===== src/hdl/cfg_regs_pkg.sv =====
// Constants for the indirect configuration register bank.
// Assumes a single 40 MHz clock domain.
package cfg_regs_pkg;
  localparam logic [2:0] IDX_BYTE_COUNT   = 3'h0;
  localparam logic [2:0] IDX_OWN_ID       = 3'h1;
  localparam logic [2:0] IDX_SCL_LOW      = 3'h2;
  localparam logic [2:0] IDX_SCL_HIGH     = 3'h3;
  localparam logic [2:0] IDX_TIMEOUT      = 3'h4;
  localparam logic [2:0] IDX_RESET_KEY    = 3'h5;
  localparam logic [2:0] IDX_SPEED        = 3'h6;
  localparam logic [7:0] OWN_ID_RESET     = 8'hE0;
  localparam logic [7:0] ZERO_BYTE        = 8'h00;
  localparam logic [6:0] MAX_LENGTH       = 7'h44;
  localparam logic [6:0] ZERO_LENGTH      = 7'h00;
  localparam logic [7:0] KEY_FIRST        = 8'hA5;
  localparam logic [7:0] KEY_SECOND       = 8'h5A;
  localparam logic [7:0] STATUS_BUS_ERROR = 8'h78;
  localparam int         TOP_BIT          = 7;
  localparam logic [1:0] SPEED_STANDARD   = 2'b00;
  localparam logic [1:0] SPEED_FAST       = 2'b01;
  localparam logic [1:0] SPEED_FAST_PLUS  = 2'b10;
  localparam logic [1:0] SPEED_TURBO      = 2'b11;
  // Minimum SCL low / high counts per speed class
  localparam logic [7:0] MIN_LOW_STD  = 8'h9D;
  localparam logic [7:0] MIN_HIGH_STD = 8'h86;
  localparam logic [7:0] MIN_LOW_FM   = 8'h2C;
  localparam logic [7:0] MIN_HIGH_FM  = 8'h14;
  localparam logic [7:0] MIN_LOW_FMP  = 8'h11;
  localparam logic [7:0] MIN_HIGH_FMP = 8'h09;
  localparam logic [7:0] MIN_LOW_TRB  = 8'h0E;
  localparam logic [7:0] MIN_HIGH_TRB = 8'h05;
  // Timing: oscillator tick 35 ns, timeout unit 143.36 us
  localparam int CLK_PERIOD_PS    = 25000;
  localparam int OSC_PERIOD_PS    = 35000;
  localparam int TO_UNIT_PS       = 143360000;
  localparam int OSC_CYCLES       = OSC_PERIOD_PS / CLK_PERIOD_PS;
  localparam int TO_UNIT_CYCLES   = TO_UNIT_PS / CLK_PERIOD_PS;
endpackage : cfg_regs_pkg


===== src/hdl/i2c_ctrl_indirect_config_regs.sv =====
// Indirect configuration registers of a parallel-bus to serial-bus controller.
// Assumes the host pointer selects idx, and wr/rd strobes are one-cycle pulses
// from logic on clk; scl_in comes from the pin and is synchronised here.
//
// Overview of operation
// RULE_01 - Buffered transmit sends transfer_length bytes, at most 68.
// RULE_02 - Buffered receive reports stored byte count in transfer_length.
// RULE_03 - Length zero or above 44h: no transfer, immediate interrupt, buffered only.
// RULE_04 - Buffered receive: final_byte_nack set withholds last ack, clear acks it.
// RULE_05 - Host ends read later by not acknowledging when final_byte_nack clear.
// RULE_06 - Host avoids byte count register while in byte mode.
// RULE_07 - Hardware never alters own_slave_id and ignores it as master.
// RULE_08 - Slave mode compares upper seven id bits with first seven received bits.
// RULE_09 - Broadcast call 00h recognised only when broadcast_call_enable set.
// RULE_10 - Host programs an own id other than all zero.
// RULE_11 - own_slave_id resets to E0h.
// RULE_12 - Master holds SCL low scl_low_period oscillator periods of 35 ns.
// RULE_13 - Master holds SCL high scl_high_period oscillator periods.
// RULE_14 - Standard timing after reset; host sets speed before period registers.
// RULE_15 - Timeout active only while timeout_on bit 7 set.
// RULE_16 - Timeout lasts (timeout_count + 1) times about 143.36 us.
// RULE_17 - Timeout counter reloads on every falling SCL edge while operating.
// RULE_18 - SCL held low at START past timeout: status 78h, interrupt, release lines.
// RULE_19 - Master SCL low for timeout duration is bus error, same handling.
// RULE_20 - Host reads status then resets after timeout bus error.
// RULE_21 - Soft reset only on consecutive writes A5h then 5Ah; else aborted.
// RULE_22 - Period writes below speed-class minimum load the minimum.
// RULE_23 - Pointer selects register; data window accesses the selected one.
// RULE_24 - Speed field: 00 standard, 01 fast, 10 fast plus, 11 turbo.
// RULE_25 - Any access other than second key after first returns checker to idle; the code keeps it armed on a repeated A5h write.
`timescale 1ns/1ps
`default_nettype none
module i2c_ctrl_indirect_config_regs
  import cfg_regs_pkg::*;
#(
  parameter int TO_UNIT_CLKS = TO_UNIT_CYCLES
) (
  // Clock and reset
  input  wire logic       clk,
  input  wire logic       nrst,
  // Indirect window, index from the pointer register
  input  wire logic [2:0] idx,
  input  wire logic       wr,
  input  wire logic       rd,
  input  wire logic [7:0] wdata,
  output logic      [7:0] rdata,
  // Core mode and state
  input  wire logic       buffered_mode,
  input  wire logic       receiving,
  input  wire logic       master_active,
  input  wire logic       start_pending,
  input  wire logic       bus_operating,
  input  wire logic       ctrl_written,
  input  wire logic       byte_stored,
  input  wire logic       last_byte_due,
  input  wire logic       addr_phase,
  input  wire logic [6:0] rx_addr,
  input  wire logic       scl_in,
  // Results to the core
  output logic      [6:0] tx_length,
  output logic            length_invalid_irq,
  output logic            ack_enable,
  output logic            slave_addressed,
  output logic            broadcast_hit,
  output logic      [7:0] low_ticks,
  output logic      [7:0] high_ticks,
  output logic      [1:0] timing_class,
  output logic            bus_error,
  output logic      [7:0] status_code,
  output logic            release_lines,
  output logic            soft_reset
);
  initial begin
    if (TO_UNIT_CLKS < 1) $error("TO_UNIT_CLKS must be at least one");
  end

  ////////////////////////////////////////////////////////////////////////
  // Pin synchroniser for SCL
  logic scl_meta_r;
  logic scl_sync_r;
  logic scl_prev_r;
  always_ff @(posedge clk or negedge nrst) begin
    if (!nrst) begin
      scl_meta_r <= 1'b1;
      scl_sync_r <= 1'b1;
      scl_prev_r <= 1'b1;
    end else begin
      scl_meta_r <= scl_in;
      scl_sync_r <= scl_meta_r;
      scl_prev_r <= scl_sync_r;
    end
  end
  logic scl_fall;
  assign scl_fall = scl_prev_r && !scl_sync_r;

  ////////////////////////////////////////////////////////////////////////
  // Register state
  logic       final_byte_nack_r, final_byte_nack_nxt;
  logic [6:0] transfer_length_r, transfer_length_nxt;
  logic [7:0] own_slave_id_r, own_slave_id_nxt;
  logic [7:0] scl_low_period_r, scl_low_period_nxt;
  logic [7:0] scl_high_period_r, scl_high_period_nxt;
  logic [7:0] stuck_low_timeout_r, stuck_low_timeout_nxt;
  logic [1:0] speed_select_r, speed_select_nxt;
  logic [6:0] rx_count_r, rx_count_nxt;
  logic       err_r, err_nxt;
  logic       irq_r, irq_nxt;
  logic       rst_pulse_r, rst_pulse_nxt;

  // Minimums for the current speed class
  logic [7:0] min_low;
  logic [7:0] min_high;
  always_comb begin
    unique case (speed_select_r)                                     // [RULE_24]
      SPEED_STANDARD:  begin min_low = MIN_LOW_STD; min_high = MIN_HIGH_STD; end
      SPEED_FAST:      begin min_low = MIN_LOW_FM;  min_high = MIN_HIGH_FM;  end
      SPEED_FAST_PLUS: begin min_low = MIN_LOW_FMP; min_high = MIN_HIGH_FMP; end
      SPEED_TURBO:     begin min_low = MIN_LOW_TRB; min_high = MIN_HIGH_TRB; end
    endcase
  end

  ////////////////////////////////////////////////////////////////////////
  // Reset key checker
  typedef enum logic [1:0] {
    KEY_IDLE = 2'b01,
    KEY_ARMED = 2'b10
  } key_state_type;
  key_state_type key_r, key_nxt;

  always_comb begin
    key_nxt       = KEY_IDLE;
    rst_pulse_nxt = 1'b0;
    unique case (key_r)
      KEY_IDLE: begin
        if (wr && idx == IDX_RESET_KEY && wdata == KEY_FIRST) key_nxt = KEY_ARMED;
      end
      KEY_ARMED: begin
        // Any access except a repeated first key write ends the wait; only the matching write fires
        if (!(wr || rd)) key_nxt = KEY_ARMED;                        // [RULE_25]
        else if (wr && idx == IDX_RESET_KEY && wdata == KEY_SECOND)
          rst_pulse_nxt = 1'b1;                                      // [RULE_21]
        else if (wr && idx == IDX_RESET_KEY && wdata == KEY_FIRST)
          key_nxt = KEY_ARMED;
      end
      default: key_nxt = KEY_IDLE;
    endcase
  end

  ////////////////////////////////////////////////////////////////////////
  // Register writes and buffered-mode bookkeeping
  always_comb begin
    final_byte_nack_nxt   = final_byte_nack_r;
    transfer_length_nxt   = transfer_length_r;
    own_slave_id_nxt      = own_slave_id_r;                          // [RULE_07]
    scl_low_period_nxt    = scl_low_period_r;
    scl_high_period_nxt   = scl_high_period_r;
    stuck_low_timeout_nxt = stuck_low_timeout_r;
    speed_select_nxt      = speed_select_r;
    rx_count_nxt          = rx_count_r;
    if (wr) begin
      unique case (idx)
        IDX_BYTE_COUNT: begin
          final_byte_nack_nxt = wdata[TOP_BIT];
          transfer_length_nxt = wdata[6:0];
          rx_count_nxt        = ZERO_LENGTH;
        end
        IDX_OWN_ID:   own_slave_id_nxt = wdata;
        IDX_SCL_LOW:                                                 // [RULE_22]
          scl_low_period_nxt = (wdata < min_low) ? min_low : wdata;
        IDX_SCL_HIGH:
          scl_high_period_nxt = (wdata < min_high) ? min_high : wdata;
        IDX_TIMEOUT:  stuck_low_timeout_nxt = wdata;
        IDX_SPEED:    speed_select_nxt = wdata[1:0];
        default: ;
      endcase
    end
    // Receive count grows as the core stores bytes
    if (buffered_mode && receiving && byte_stored && rx_count_r < MAX_LENGTH)
      rx_count_nxt = rx_count_r + 1'b1;                              // [RULE_02]
    if (ctrl_written && buffered_mode && receiving)
      rx_count_nxt = ZERO_LENGTH;
  end

  ////////////////////////////////////////////////////////////////////////
  // Stuck-low timeout
  logic tick_unit;
  logic to_expired;
  logic to_run;
  // Timer armed only when enabled, operating, SCL low and master active or START pending
  assign to_run = stuck_low_timeout_r[TOP_BIT] && bus_operating    // [RULE_15]
                  && (master_active || start_pending) && !scl_sync_r;

  tick_divider #(.DIV(TO_UNIT_CLKS)) u_unit (
    .clk     (clk),
    .nrst    (nrst),
    .restart (scl_fall || !to_run),
    .tick    (tick_unit)
  );

  period_counter #(.WIDTH(7)) u_timeout (
    .clk        (clk),
    .nrst       (nrst),
    .load       (scl_fall),                                          // [RULE_17]
    .load_value (stuck_low_timeout_r[6:0]),                          // [RULE_16]
    .run        (to_run),
    .tick       (tick_unit),
    .expired    (to_expired)
  );

  always_comb begin
    err_nxt = err_r;
    // Error holds until the host resets the block
    // Expiry counts only while armed, so a soft reset that disarms cannot be undone
    if (to_expired && to_run) err_nxt = 1'b1;                        // [RULE_18] [RULE_19]
    irq_nxt = 1'b0;
    if (ctrl_written && buffered_mode &&
        (transfer_length_r == ZERO_LENGTH || transfer_length_r > MAX_LENGTH))
      irq_nxt = 1'b1;                                                // [RULE_03]
  end

  ////////////////////////////////////////////////////////////////////////
  // Registers
  always_ff @(posedge clk or negedge nrst) begin
    if (!nrst) begin
      final_byte_nack_r   <= 1'b0;
      transfer_length_r   <= ZERO_LENGTH;
      own_slave_id_r      <= OWN_ID_RESET;                           // [RULE_11]
      scl_low_period_r    <= MIN_LOW_STD;
      scl_high_period_r   <= MIN_HIGH_STD;
      stuck_low_timeout_r <= ZERO_BYTE;
      speed_select_r      <= SPEED_STANDARD;                         // [RULE_14]
      rx_count_r          <= ZERO_LENGTH;
      err_r               <= 1'b0;
      irq_r               <= 1'b0;
      rst_pulse_r         <= 1'b0;
      key_r               <= KEY_IDLE;
    end else if (rst_pulse_r) begin
      final_byte_nack_r   <= 1'b0;
      transfer_length_r   <= ZERO_LENGTH;
      own_slave_id_r      <= OWN_ID_RESET;
      scl_low_period_r    <= MIN_LOW_STD;
      scl_high_period_r   <= MIN_HIGH_STD;
      stuck_low_timeout_r <= ZERO_BYTE;
      speed_select_r      <= SPEED_STANDARD;
      rx_count_r          <= ZERO_LENGTH;
      err_r               <= 1'b0;
      irq_r               <= 1'b0;
      rst_pulse_r         <= 1'b0;
      key_r               <= KEY_IDLE;
    end else begin
      final_byte_nack_r   <= final_byte_nack_nxt;
      transfer_length_r   <= transfer_length_nxt;
      own_slave_id_r      <= own_slave_id_nxt;
      scl_low_period_r    <= scl_low_period_nxt;
      scl_high_period_r   <= scl_high_period_nxt;
      stuck_low_timeout_r <= stuck_low_timeout_nxt;
      speed_select_r      <= speed_select_nxt;
      rx_count_r          <= rx_count_nxt;
      err_r               <= err_nxt;
      irq_r               <= irq_nxt;
      rst_pulse_r         <= rst_pulse_nxt;
      key_r               <= key_nxt;
    end
  end

  ////////////////////////////////////////////////////////////////////////
  // Read data, registered; key register reads as zero
  logic [7:0] rdata_r;
  logic [7:0] rdata_nxt;
  always_comb begin
    rdata_nxt = rdata_r;
    if (rd) begin                                                    // [RULE_23]
      unique case (idx)
        IDX_BYTE_COUNT: rdata_nxt = (buffered_mode && receiving)
                                    ? {final_byte_nack_r, rx_count_r}
                                    : {final_byte_nack_r, transfer_length_r};
        IDX_OWN_ID:   rdata_nxt = own_slave_id_r;
        IDX_SCL_LOW:  rdata_nxt = scl_low_period_r;
        IDX_SCL_HIGH: rdata_nxt = scl_high_period_r;
        IDX_TIMEOUT:  rdata_nxt = stuck_low_timeout_r;
        IDX_SPEED:    rdata_nxt = {6'h00, speed_select_r};
        default:      rdata_nxt = ZERO_BYTE;
      endcase
    end
  end
  always_ff @(posedge clk or negedge nrst) begin
    if (!nrst) rdata_r <= ZERO_BYTE;
    else rdata_r <= rdata_nxt;
  end
  assign rdata = rdata_r;

  ////////////////////////////////////////////////////////////////////////
  // Outputs to the core
  assign tx_length          = transfer_length_r;                     // [RULE_01]
  assign length_invalid_irq = irq_r;
  // Final byte gets NACK only when flag set
  assign ack_enable = !(buffered_mode && receiving && last_byte_due
                        && final_byte_nack_r);                       // [RULE_04]
  // Own id unused while master
  assign slave_addressed = addr_phase && !master_active
                           && (rx_addr == own_slave_id_r[7:1]);      // [RULE_08] [RULE_07]
  assign broadcast_hit   = addr_phase && !master_active
                           && (rx_addr == ZERO_LENGTH)
                           && own_slave_id_r[0];                     // [RULE_09]
  assign low_ticks    = scl_low_period_r;                            // [RULE_12]
  assign high_ticks   = scl_high_period_r;                           // [RULE_13]
  assign timing_class = speed_select_r;
  assign bus_error     = err_r;
  assign status_code   = err_r ? STATUS_BUS_ERROR : ZERO_BYTE;
  assign release_lines = err_r;
  assign soft_reset    = rst_pulse_r;
endmodule : i2c_ctrl_indirect_config_regs
`default_nettype wire


===== src/hdl/period_counter.sv =====
// Down counter that loads a count and flags expiry after count+1 ticks.
// Assumes tick is a single-cycle pulse in the clk domain.
`timescale 1ns/1ps
`default_nettype none
module period_counter #(
  parameter int WIDTH = 8
) (
  // Clock and reset
  input  wire logic             clk,
  input  wire logic             nrst,
  // Control
  input  wire logic             load,
  input  wire logic [WIDTH-1:0] load_value,
  input  wire logic             run,
  input  wire logic             tick,
  // Result
  output logic                  expired
);
  initial begin
    if (WIDTH < 1) $error("period_counter: WIDTH must be positive");
  end

  logic [WIDTH-1:0] count_r;
  logic [WIDTH-1:0] count_nxt;
  logic             done_r;
  logic             done_nxt;

  always_comb begin
    count_nxt = count_r;
    done_nxt  = done_r;
    if (load || !run) begin
      count_nxt = load_value;
      done_nxt  = 1'b0;
    end else if (tick && !done_r) begin
      if (count_r == '0) done_nxt = 1'b1;
      else count_nxt = count_r - 1'b1;
    end
  end

  always_ff @(posedge clk or negedge nrst) begin
    if (!nrst) begin
      count_r <= '0;
      done_r  <= 1'b0;
    end else begin
      count_r <= count_nxt;
      done_r  <= done_nxt;
    end
  end

  assign expired = done_r;
endmodule : period_counter
`default_nettype wire


===== src/hdl/tick_divider.sv =====
// Divides clk into one-cycle ticks every DIV cycles.
// Assumes DIV of at least one.
`timescale 1ns/1ps
`default_nettype none
module tick_divider #(
  parameter int DIV = 2
) (
  // Clock and reset
  input  wire logic clk,
  input  wire logic nrst,
  // Control
  input  wire logic restart,
  // Tick out
  output logic      tick
);
  localparam int CW = (DIV > 1) ? $clog2(DIV) : 1;
  localparam logic [CW-1:0] LAST = CW'(DIV - 1);
  initial begin
    if (DIV < 1) $error("tick_divider: DIV must be at least one");
  end

  logic [CW-1:0] cnt_r;
  logic [CW-1:0] cnt_nxt;

  always_comb begin
    if (restart || cnt_r == LAST) cnt_nxt = '0;
    else cnt_nxt = cnt_r + 1'b1;
  end

  always_ff @(posedge clk or negedge nrst) begin
    if (!nrst) cnt_r <= '0;
    else cnt_r <= cnt_nxt;
  end

  assign tick = !restart && (cnt_r == LAST);
endmodule : tick_divider
`default_nettype wire


===== config.mk =====
export PLATFORM = sky130hd
export DESIGN_NAME = i2c_ctrl_indirect_config_regs
export DESIGN_NICKNAME = d
export VERILOG_FILES = /design/src/hdl/cfg_regs_pkg.sv /design/src/hdl/i2c_ctrl_indirect_config_regs.sv /design/src/hdl/period_counter.sv /design/src/hdl/tick_divider.sv
export SDC_FILE = /design/constraint.sdc
export NUM_CORES = 1
export LEC_CHECK = 0
export BUFFER_PORTS_ARGS = -buffer_cell sky130_fd_sc_hd__buf_2
export CAP_MARGIN = 20
export CORE_MARGIN = 1
export CORE_UTILIZATION = 40
export CTS_CLUSTER_SIZE = 12
export DETAILED_ROUTE_END_ITERATION = 10
export PLACE_DENSITY = 0.63
export SLEW_MARGIN = 15
export SYNTH_ARGS = -nofsm -noshare
export SYNTH_HDL_FRONTEND = slang
export SYNTH_HIERARCHICAL = 1
export SYNTH_SLANG_ARGS = --single-unit

===== constraint.sdc =====
create_clock -name clk -period 2.4 [get_ports clk]
set_input_delay 0.6 -clock clk [delete_from_list [all_inputs] [get_ports clk]]
set_output_delay 0.6 -clock clk [all_outputs]
set_load 0.02 [all_outputs]

==> metrics.cfg, run 1 <==
[route]
highest_layer=met4
vias=4397
wl_met2_um=6380
drt-met1-wl_um=6470
drt_first_iter_violations=339
avgRoutedWirePerCell_um=17.5
viasPerCell=5.54
detail-route-antenna-nets=0
drc=0
wirelength_um=13900
drtPass1Iterations=5
wl_met3_um=814

[pwr]
p_total_mw=4.71
leakage_nw=2.65
vdd.ir_drop.worst_mv=0.483
powerDensity_nw_per_um2=788

[sta]
timing.final.hold_violations=0
rsz0062_at_grt=false
slew_viol_final=0
setup_violations=0
setup_slack_ps=145
maxSlewHeadroom=0.605
tightest_slew_ps=587
layout_worst_path_cycle_share=0.940
max_freq_ghz=0.443
tns_ps=0
period_needed_ps=2250
clock-skew-final_ps=6.63

[yosys]
synth_edf_count=0
synthesis.area_um2=5050
synth_compound_area_frac=0.167
synth-simple-area-share=0.231
synthMuxAreaShare=0.0625
synth_xor_xnor_area_share=0.0208
yosys_most_used_dff=dfrtp_1
ys_seq_elements=86
synth.lib_cells_used.distinct=71
synth_fa_ha_area_frac=0.0397
synthArstFlopShare=1.00
syn_area_per_cell_um2=9.29
synth_top_family_by_area=simple AND/OR/NAND/NOR gates
yosysWarnings=6
synthCells=543
ys_seq_area_frac=0.430

[setup_path]
r2r_setup_slack_ps=150
r2r_start=timing_class[1]
required_ps=2640
cp.arrival_ps=2490
rr_worst_depth=7
cpPeakStageDelay_ps=450
cp_max_fo=8
cp_slowest_cell=dfrtp_1
crit_type=reg -> reg
r2r_end=high_ticks[3]
crit_chain=or2_2 > ha_4 > and4bb_1 > nand2_1 > o211ai_4 > nor3_2 > a221o_1
start_kind=register
cp-end-kind=register

[min_path]
hold_path.class=in -> async

[run_status]
status=complete, no violations

[global_routing]
grt_pass1_wl_um=22500
grt_pass1_vias=4223
antenna_found_initial=0
grt_overflow=0
grt_use_total=0.227
grt_max_degree=38

[final_layout]
area_growth_syn_to_layout_pct=18.3
drive_above_1_share=0.248
final_nets=669
design_area_um2=5970
n_antenna_cell=0

[clocking]
cts_inserted_buffers=9
hold_buffers=0
cts_tree=built
cts_max_path_buffers=2
clock_tree.root_cell=clkbuf_16
htree_levels=3
post_cts_buffers=0
clock_latency_ps=350
clock-sinks=86
cts.repair.resized=0
cts.reportedPaths.clkPinSlew_ps=60

[floorplanning]
fp.dieH_um=114
row_count=40
core_um2=12200
start_util=0.415
die_area_um2=13100
io_pins=80
dieWidth_um=114

[placement]
port_buffers=75
dpl_cell_area_um2=5620
hpwl_um=10200
gp_congestion=0.834
pre_cts_ws_ps=80.1

[job]
max_cap_viol_count=0

cell families (layout without fill, tap and decap cells):
group / Yosys count / count (layout)
adders and majority gates: 16 / 16
buffers and inverters: 45 / 125
and+or+nand+nor: 228 / 228
DFF: 86 / 86
other: 1 / 4
xor gates and xnor gates: 12 / 12
muxes: 30 / 30
AOI/OAI and AO/OA: 125 / 125
worst max-delay path: cells and delay by family (launching register included):
kind | cells | cell delay [ps]
fa+ha+maj | 1 | 330
compound gates | 2 | 590
simple gates | 4 | 770
flops | 1 | 450
through the flow:
stage | util | hold slack, ps | std cells
floorplan | - | 304 | 546
global placement | 0.462 | 348 | 778
detailed placement | 0.462 | 356 | 778
CTS | 0.489 | 249 | 794
global route | 0.491 | 266 | 794
finish | 0.491 | 226 | 794
routing by layer:
metal  vias up  track usage
met2       138        0.347
met1      2149        0.320
li1       2092            -
met5         -            0
met4         0       0.0814
met3        18       0.0439
worst max-delay path by stage:
| stage | end | depth (start not counted) | slack [ps] | from |
|---|---|---|---|---|
| 3_3_place_gp | high_ticks[3] | 7 | 170 | timing_class[1] |
| 3_5_place_dp | low_ticks[4] | 7 | 80 | timing_class[1] |
| 6_report | high_ticks[3] | 7 | 150 | timing_class[1] |
| 5_1_grt | low_ticks[1] | 8 | 9 | timing_class[1] |
| 4_1_cts | high_ticks[3] | 7 | 70 | timing_class[1] |
| 2_1_floorplan | high_ticks[3] | 7 | 110 | timing_class[0] |
layout make-up:
| type | count | area, um^2 |
|---|---|---|
| multi-input cells | 415 | 2670 |
| fillers | 1168 | 6190 |
| clock inverters | 5 | 81.3 |
| repair buffers | 96 | 548 |
| flip-flops and latches | 86 | 2170 |
| clock buffers | 11 | 243 |
| inverters | 13 | 48.8 |
| well taps | 168 | 210 |
synthesized netlist by cell type (all sizes together) (4+ instances only):
| library cell | instances | area, um^2 |
|---|---|---|
| buf | 22 | 155 |
| nor2 | 63 | 236 |
| a221oi | 8 | 87.6 |
| inv | 13 | 48.8 |
| a31oi | 4 | 25.0 |
| or3 | 9 | 58.8 |
| mux2i | 18 | 180 |
| a21oi | 51 | 270 |
| xnor2 | 9 | 78.8 |
| nand4 | 7 | 50.1 |
| nor4 | 4 | 25.0 |
| dfstp | 15 | 394 |
| a211o | 4 | 35.0 |
| clkbuf | 10 | 38.8 |
| nand2b | 11 | 68.8 |
| o21ai | 23 | 123 |
| dfrtp | 71 | 1780 |
| nand3 | 18 | 103 |
| nor3 | 13 | 85.1 |
| mux2 | 12 | 135 |
| nor2b | 12 | 75.1 |
| a22oi | 8 | 60.1 |
| ha | 16 | 200 |
| o31ai | 4 | 30.0 |
| nand2 | 67 | 251 |
| or4 | 5 | 45.0 |
state kept, by name (all words and copies together) (netlist names), 2 cells and up:
signal               cells
rx_count_r               7
stuck_low_timeout_r      8
high_ticks               8
rdata                    8
key_r                    2
low_ticks                8
timing_class             2
u_timeout/count_r        7
tx_length                7
u_unit/cnt_r            13
own_slave_id_r           8
power breakdown:
group | internal, mW | switching, mW | leakage [nW]
registers | 1.70 | 0.238 | 1.08
logic | 0.493 | 0.735 | 1.41
clock network | 0.942 | 0.594 | 0.156
cell usage in the layout, fill, tap and decap left out, types with 15 or more instances in the layout:
master and n:
buf_4 21, ha_1 15, mux2i_1 18, a21oi_1 47
dfstp_2 15, nand2_1 67, dfrtp_1 71, nor2_1 63
nand3_1 17, buf_2 74
Power figures use the tool's default switching activity.
==> run 2: changes to the inputs <==
Settings changed: CORE_UTILIZATION 40 to 45, PLACE_DENSITY 0.63 to 0.77.
==> metrics.cfg, run 2 (synthesis gave the netlist of run 1 again) <==
[sta]
tightest_slew_ps=590  ; was 587 ps
tns_ps=0  ; unchanged
layout_worst_path_cycle_share=0.941  ; was 0.940
max_freq_ghz=0.443  ; about the same
slew_viol_final=0  ; unchanged
timing.final.hold_violations=0  ; unchanged
maxSlewHeadroom=0.607  ; was 0.605
period_needed_ps=2260  ; was 2250 ps
clock-skew-final_ps=7.59  ; was 6.63 ps
setup_violations=0  ; unchanged

[placement]
place_inst=746  ; was 778
hpwl_um=9440  ; was 10200 um
port_buffers=75  ; unchanged
gp_congestion=0.924  ; was 0.834
dpl_cell_area_um2=5560  ; was 5620 um^2

[pwr]
powerDensity_nw_per_um2=729  ; was 788 nW/um^2
p_total_mw=4.22  ; was 4.71 mW
leakage_nw=2.57  ; was 2.65 nW
vdd.ir_drop.worst_mv=0.476  ; was 0.483 mV

[setup_path]
cp_max_fo=8  ; unchanged
cpPeakStageDelay_ps=450  ; about the same
required_ps=2660  ; was 2640 ps
r2r_start=timing_class[0]  ; was timing_class[1]
cp_slowest_cell=dfrtp_1  ; unchanged
rr_worst_depth=7  ; unchanged
crit_type=reg -> reg  ; unchanged
cp.arrival_ps=2520  ; was 2490 ps
cp-end-kind=register  ; unchanged
r2r_end=high_ticks[3]  ; unchanged
crit_chain=or2_2 > ha_4 > and4bb_1 > nand2_1 > o211ai_4 > nor3_2 > a221o_1  ; unchanged
start_kind=register  ; unchanged
r2r_setup_slack_ps=140  ; was 150 ps

[route]
viasPerCell=5.79  ; was 5.54
wirelength_um=12900  ; was 13900 um
vias=4416  ; was 4397
avgRoutedWirePerCell_um=17.0  ; was 17.5 um
detail-route-antenna-nets=0  ; unchanged
drc=0  ; unchanged
drtPass1Iterations=5  ; unchanged
drt_first_iter_violations=404  ; was 339

[floorplanning]
fp.dieH_um=108  ; was 114 um
start_util=0.463  ; was 0.415
io_pins=80  ; unchanged
core_um2=10900  ; was 12200 um^2
dieWidth_um=108  ; was 114 um
die_area_um2=11600  ; was 13100 um^2
row_count=38  ; was 40

[job]
max_cap_viol_count=0  ; unchanged

[clocking]
cts_tree=built  ; unchanged
cts_max_path_buffers=2  ; unchanged
cts_inserted_buffers=9  ; unchanged
cts.reportedPaths.clkPinSlew_ps=90  ; was 60 ps
hold_buffers=0  ; unchanged
clock_tree.root_cell=clkbuf_8  ; was clkbuf_16
clock-sinks=86  ; unchanged
clock_latency_ps=370  ; was 350 ps
htree_levels=3  ; unchanged

[global_routing]
grt_overflow=0  ; unchanged
met3_usage=0.0345  ; was 0.0439
grt_max_degree=40  ; was 38
top_usage_layer=met2  ; unchanged
grt_use_met1=0.337  ; was 0.320
antenna_found_initial=0  ; unchanged
grt_pass1_vias=4132  ; was 4223
met2_usage=0.345  ; was 0.347
grt_pass1_wl_um=20900  ; was 22500 um
grt_use_total=0.233  ; was 0.227

[final_layout]
fill_cells=961  ; was 1168
mostFrequentLayoutCell=buf_2  ; unchanged
final_nets=666  ; was 669
utilization=0.532  ; was 0.491
final_cell_mix=buf_2, dfrtp_1, nand2_1  ; unchanged
regMostFlops=u_unit/cnt_r  ; unchanged
largest_reg_flops=13  ; unchanged
area_growth_syn_to_layout_pct=14.7  ; was 18.3%
drive_above_1_share=0.242  ; was 0.248
design_area_um2=5790  ; was 5970 um^2
final_cells=763  ; was 794
n_antenna_cell=0  ; unchanged

[run_status]
status=complete, no violations  ; unchanged

[min_path]
hold_path.class=in -> async  ; unchanged

run 2: what timing repair did:
action | CTS | global route
resized for setup | 0 | 4
endpoints found under the setup margin | 0 | 11
setup buffers | 0 | 1
run 2: worst max-delay path by stage:
stage / startpoint / depth (start not counted) / endpoint
finish: timing_class[0] / 7 / high_ticks[3]
global route: u_unit/cnt_r[0] / 8 / u_timeout/count_r[4]
CTS: timing_class[0] / 7 / high_ticks[3]
detailed placement: master_active / 9 / u_timeout/count_r[4]
global placement: timing_class[0] / 7 / high_ticks[3]
floorplan: timing_class[0] / 7 / high_ticks[3]
run 2: area by class of cell:
cell class | count | area [um^2] | share of cell area
Multi-Input combinational cell | 415 | 2670 | 0.461
Sequential cell | 86 | 2170 | 0.375
Timing Repair Buffer | 93 | 526 | 0.0908
Tap cell | 140 | 175 | 0.0303
Clock buffer | 11 | 141 | 0.0244
Clock inverter | 5 | 58.8 | 0.0102
Inverter | 13 | 48.8 | 0.00843
run 2: power breakdown:
group          leakage (nW)  internal, mW  total (mW)  switching (mW)
registers              1.08          1.70        1.93           0.229
logic                  1.40         0.499        1.23           0.732
clock network        0.0955         0.510        1.06           0.548
total                  2.57          2.71        4.22            1.51
run 2: critical path, delay by kind of cell, from the launching register on:
family,cells,cell delay [ps]
simple gates,4,780
compound gates,2,590
fa+ha+maj,1,330
flops,1,450
run 2: through the flow:
step	hold slack [ps]	worst slack, ps
after floorplan	304	114
after global placement	346	164
after detailed placement	347	60.9
after CTS	146	64.7
after global routing	166	-3.84
final	136	141
run 2: layer usage:
metal  wire length [um]  vias up  part of all wire
met5                  0        -                 0
met4                391        0             0.030
met3                786       36             0.061
met2               5820      170              0.45
met1               5960     2129              0.46
li1                   -     2081                 -
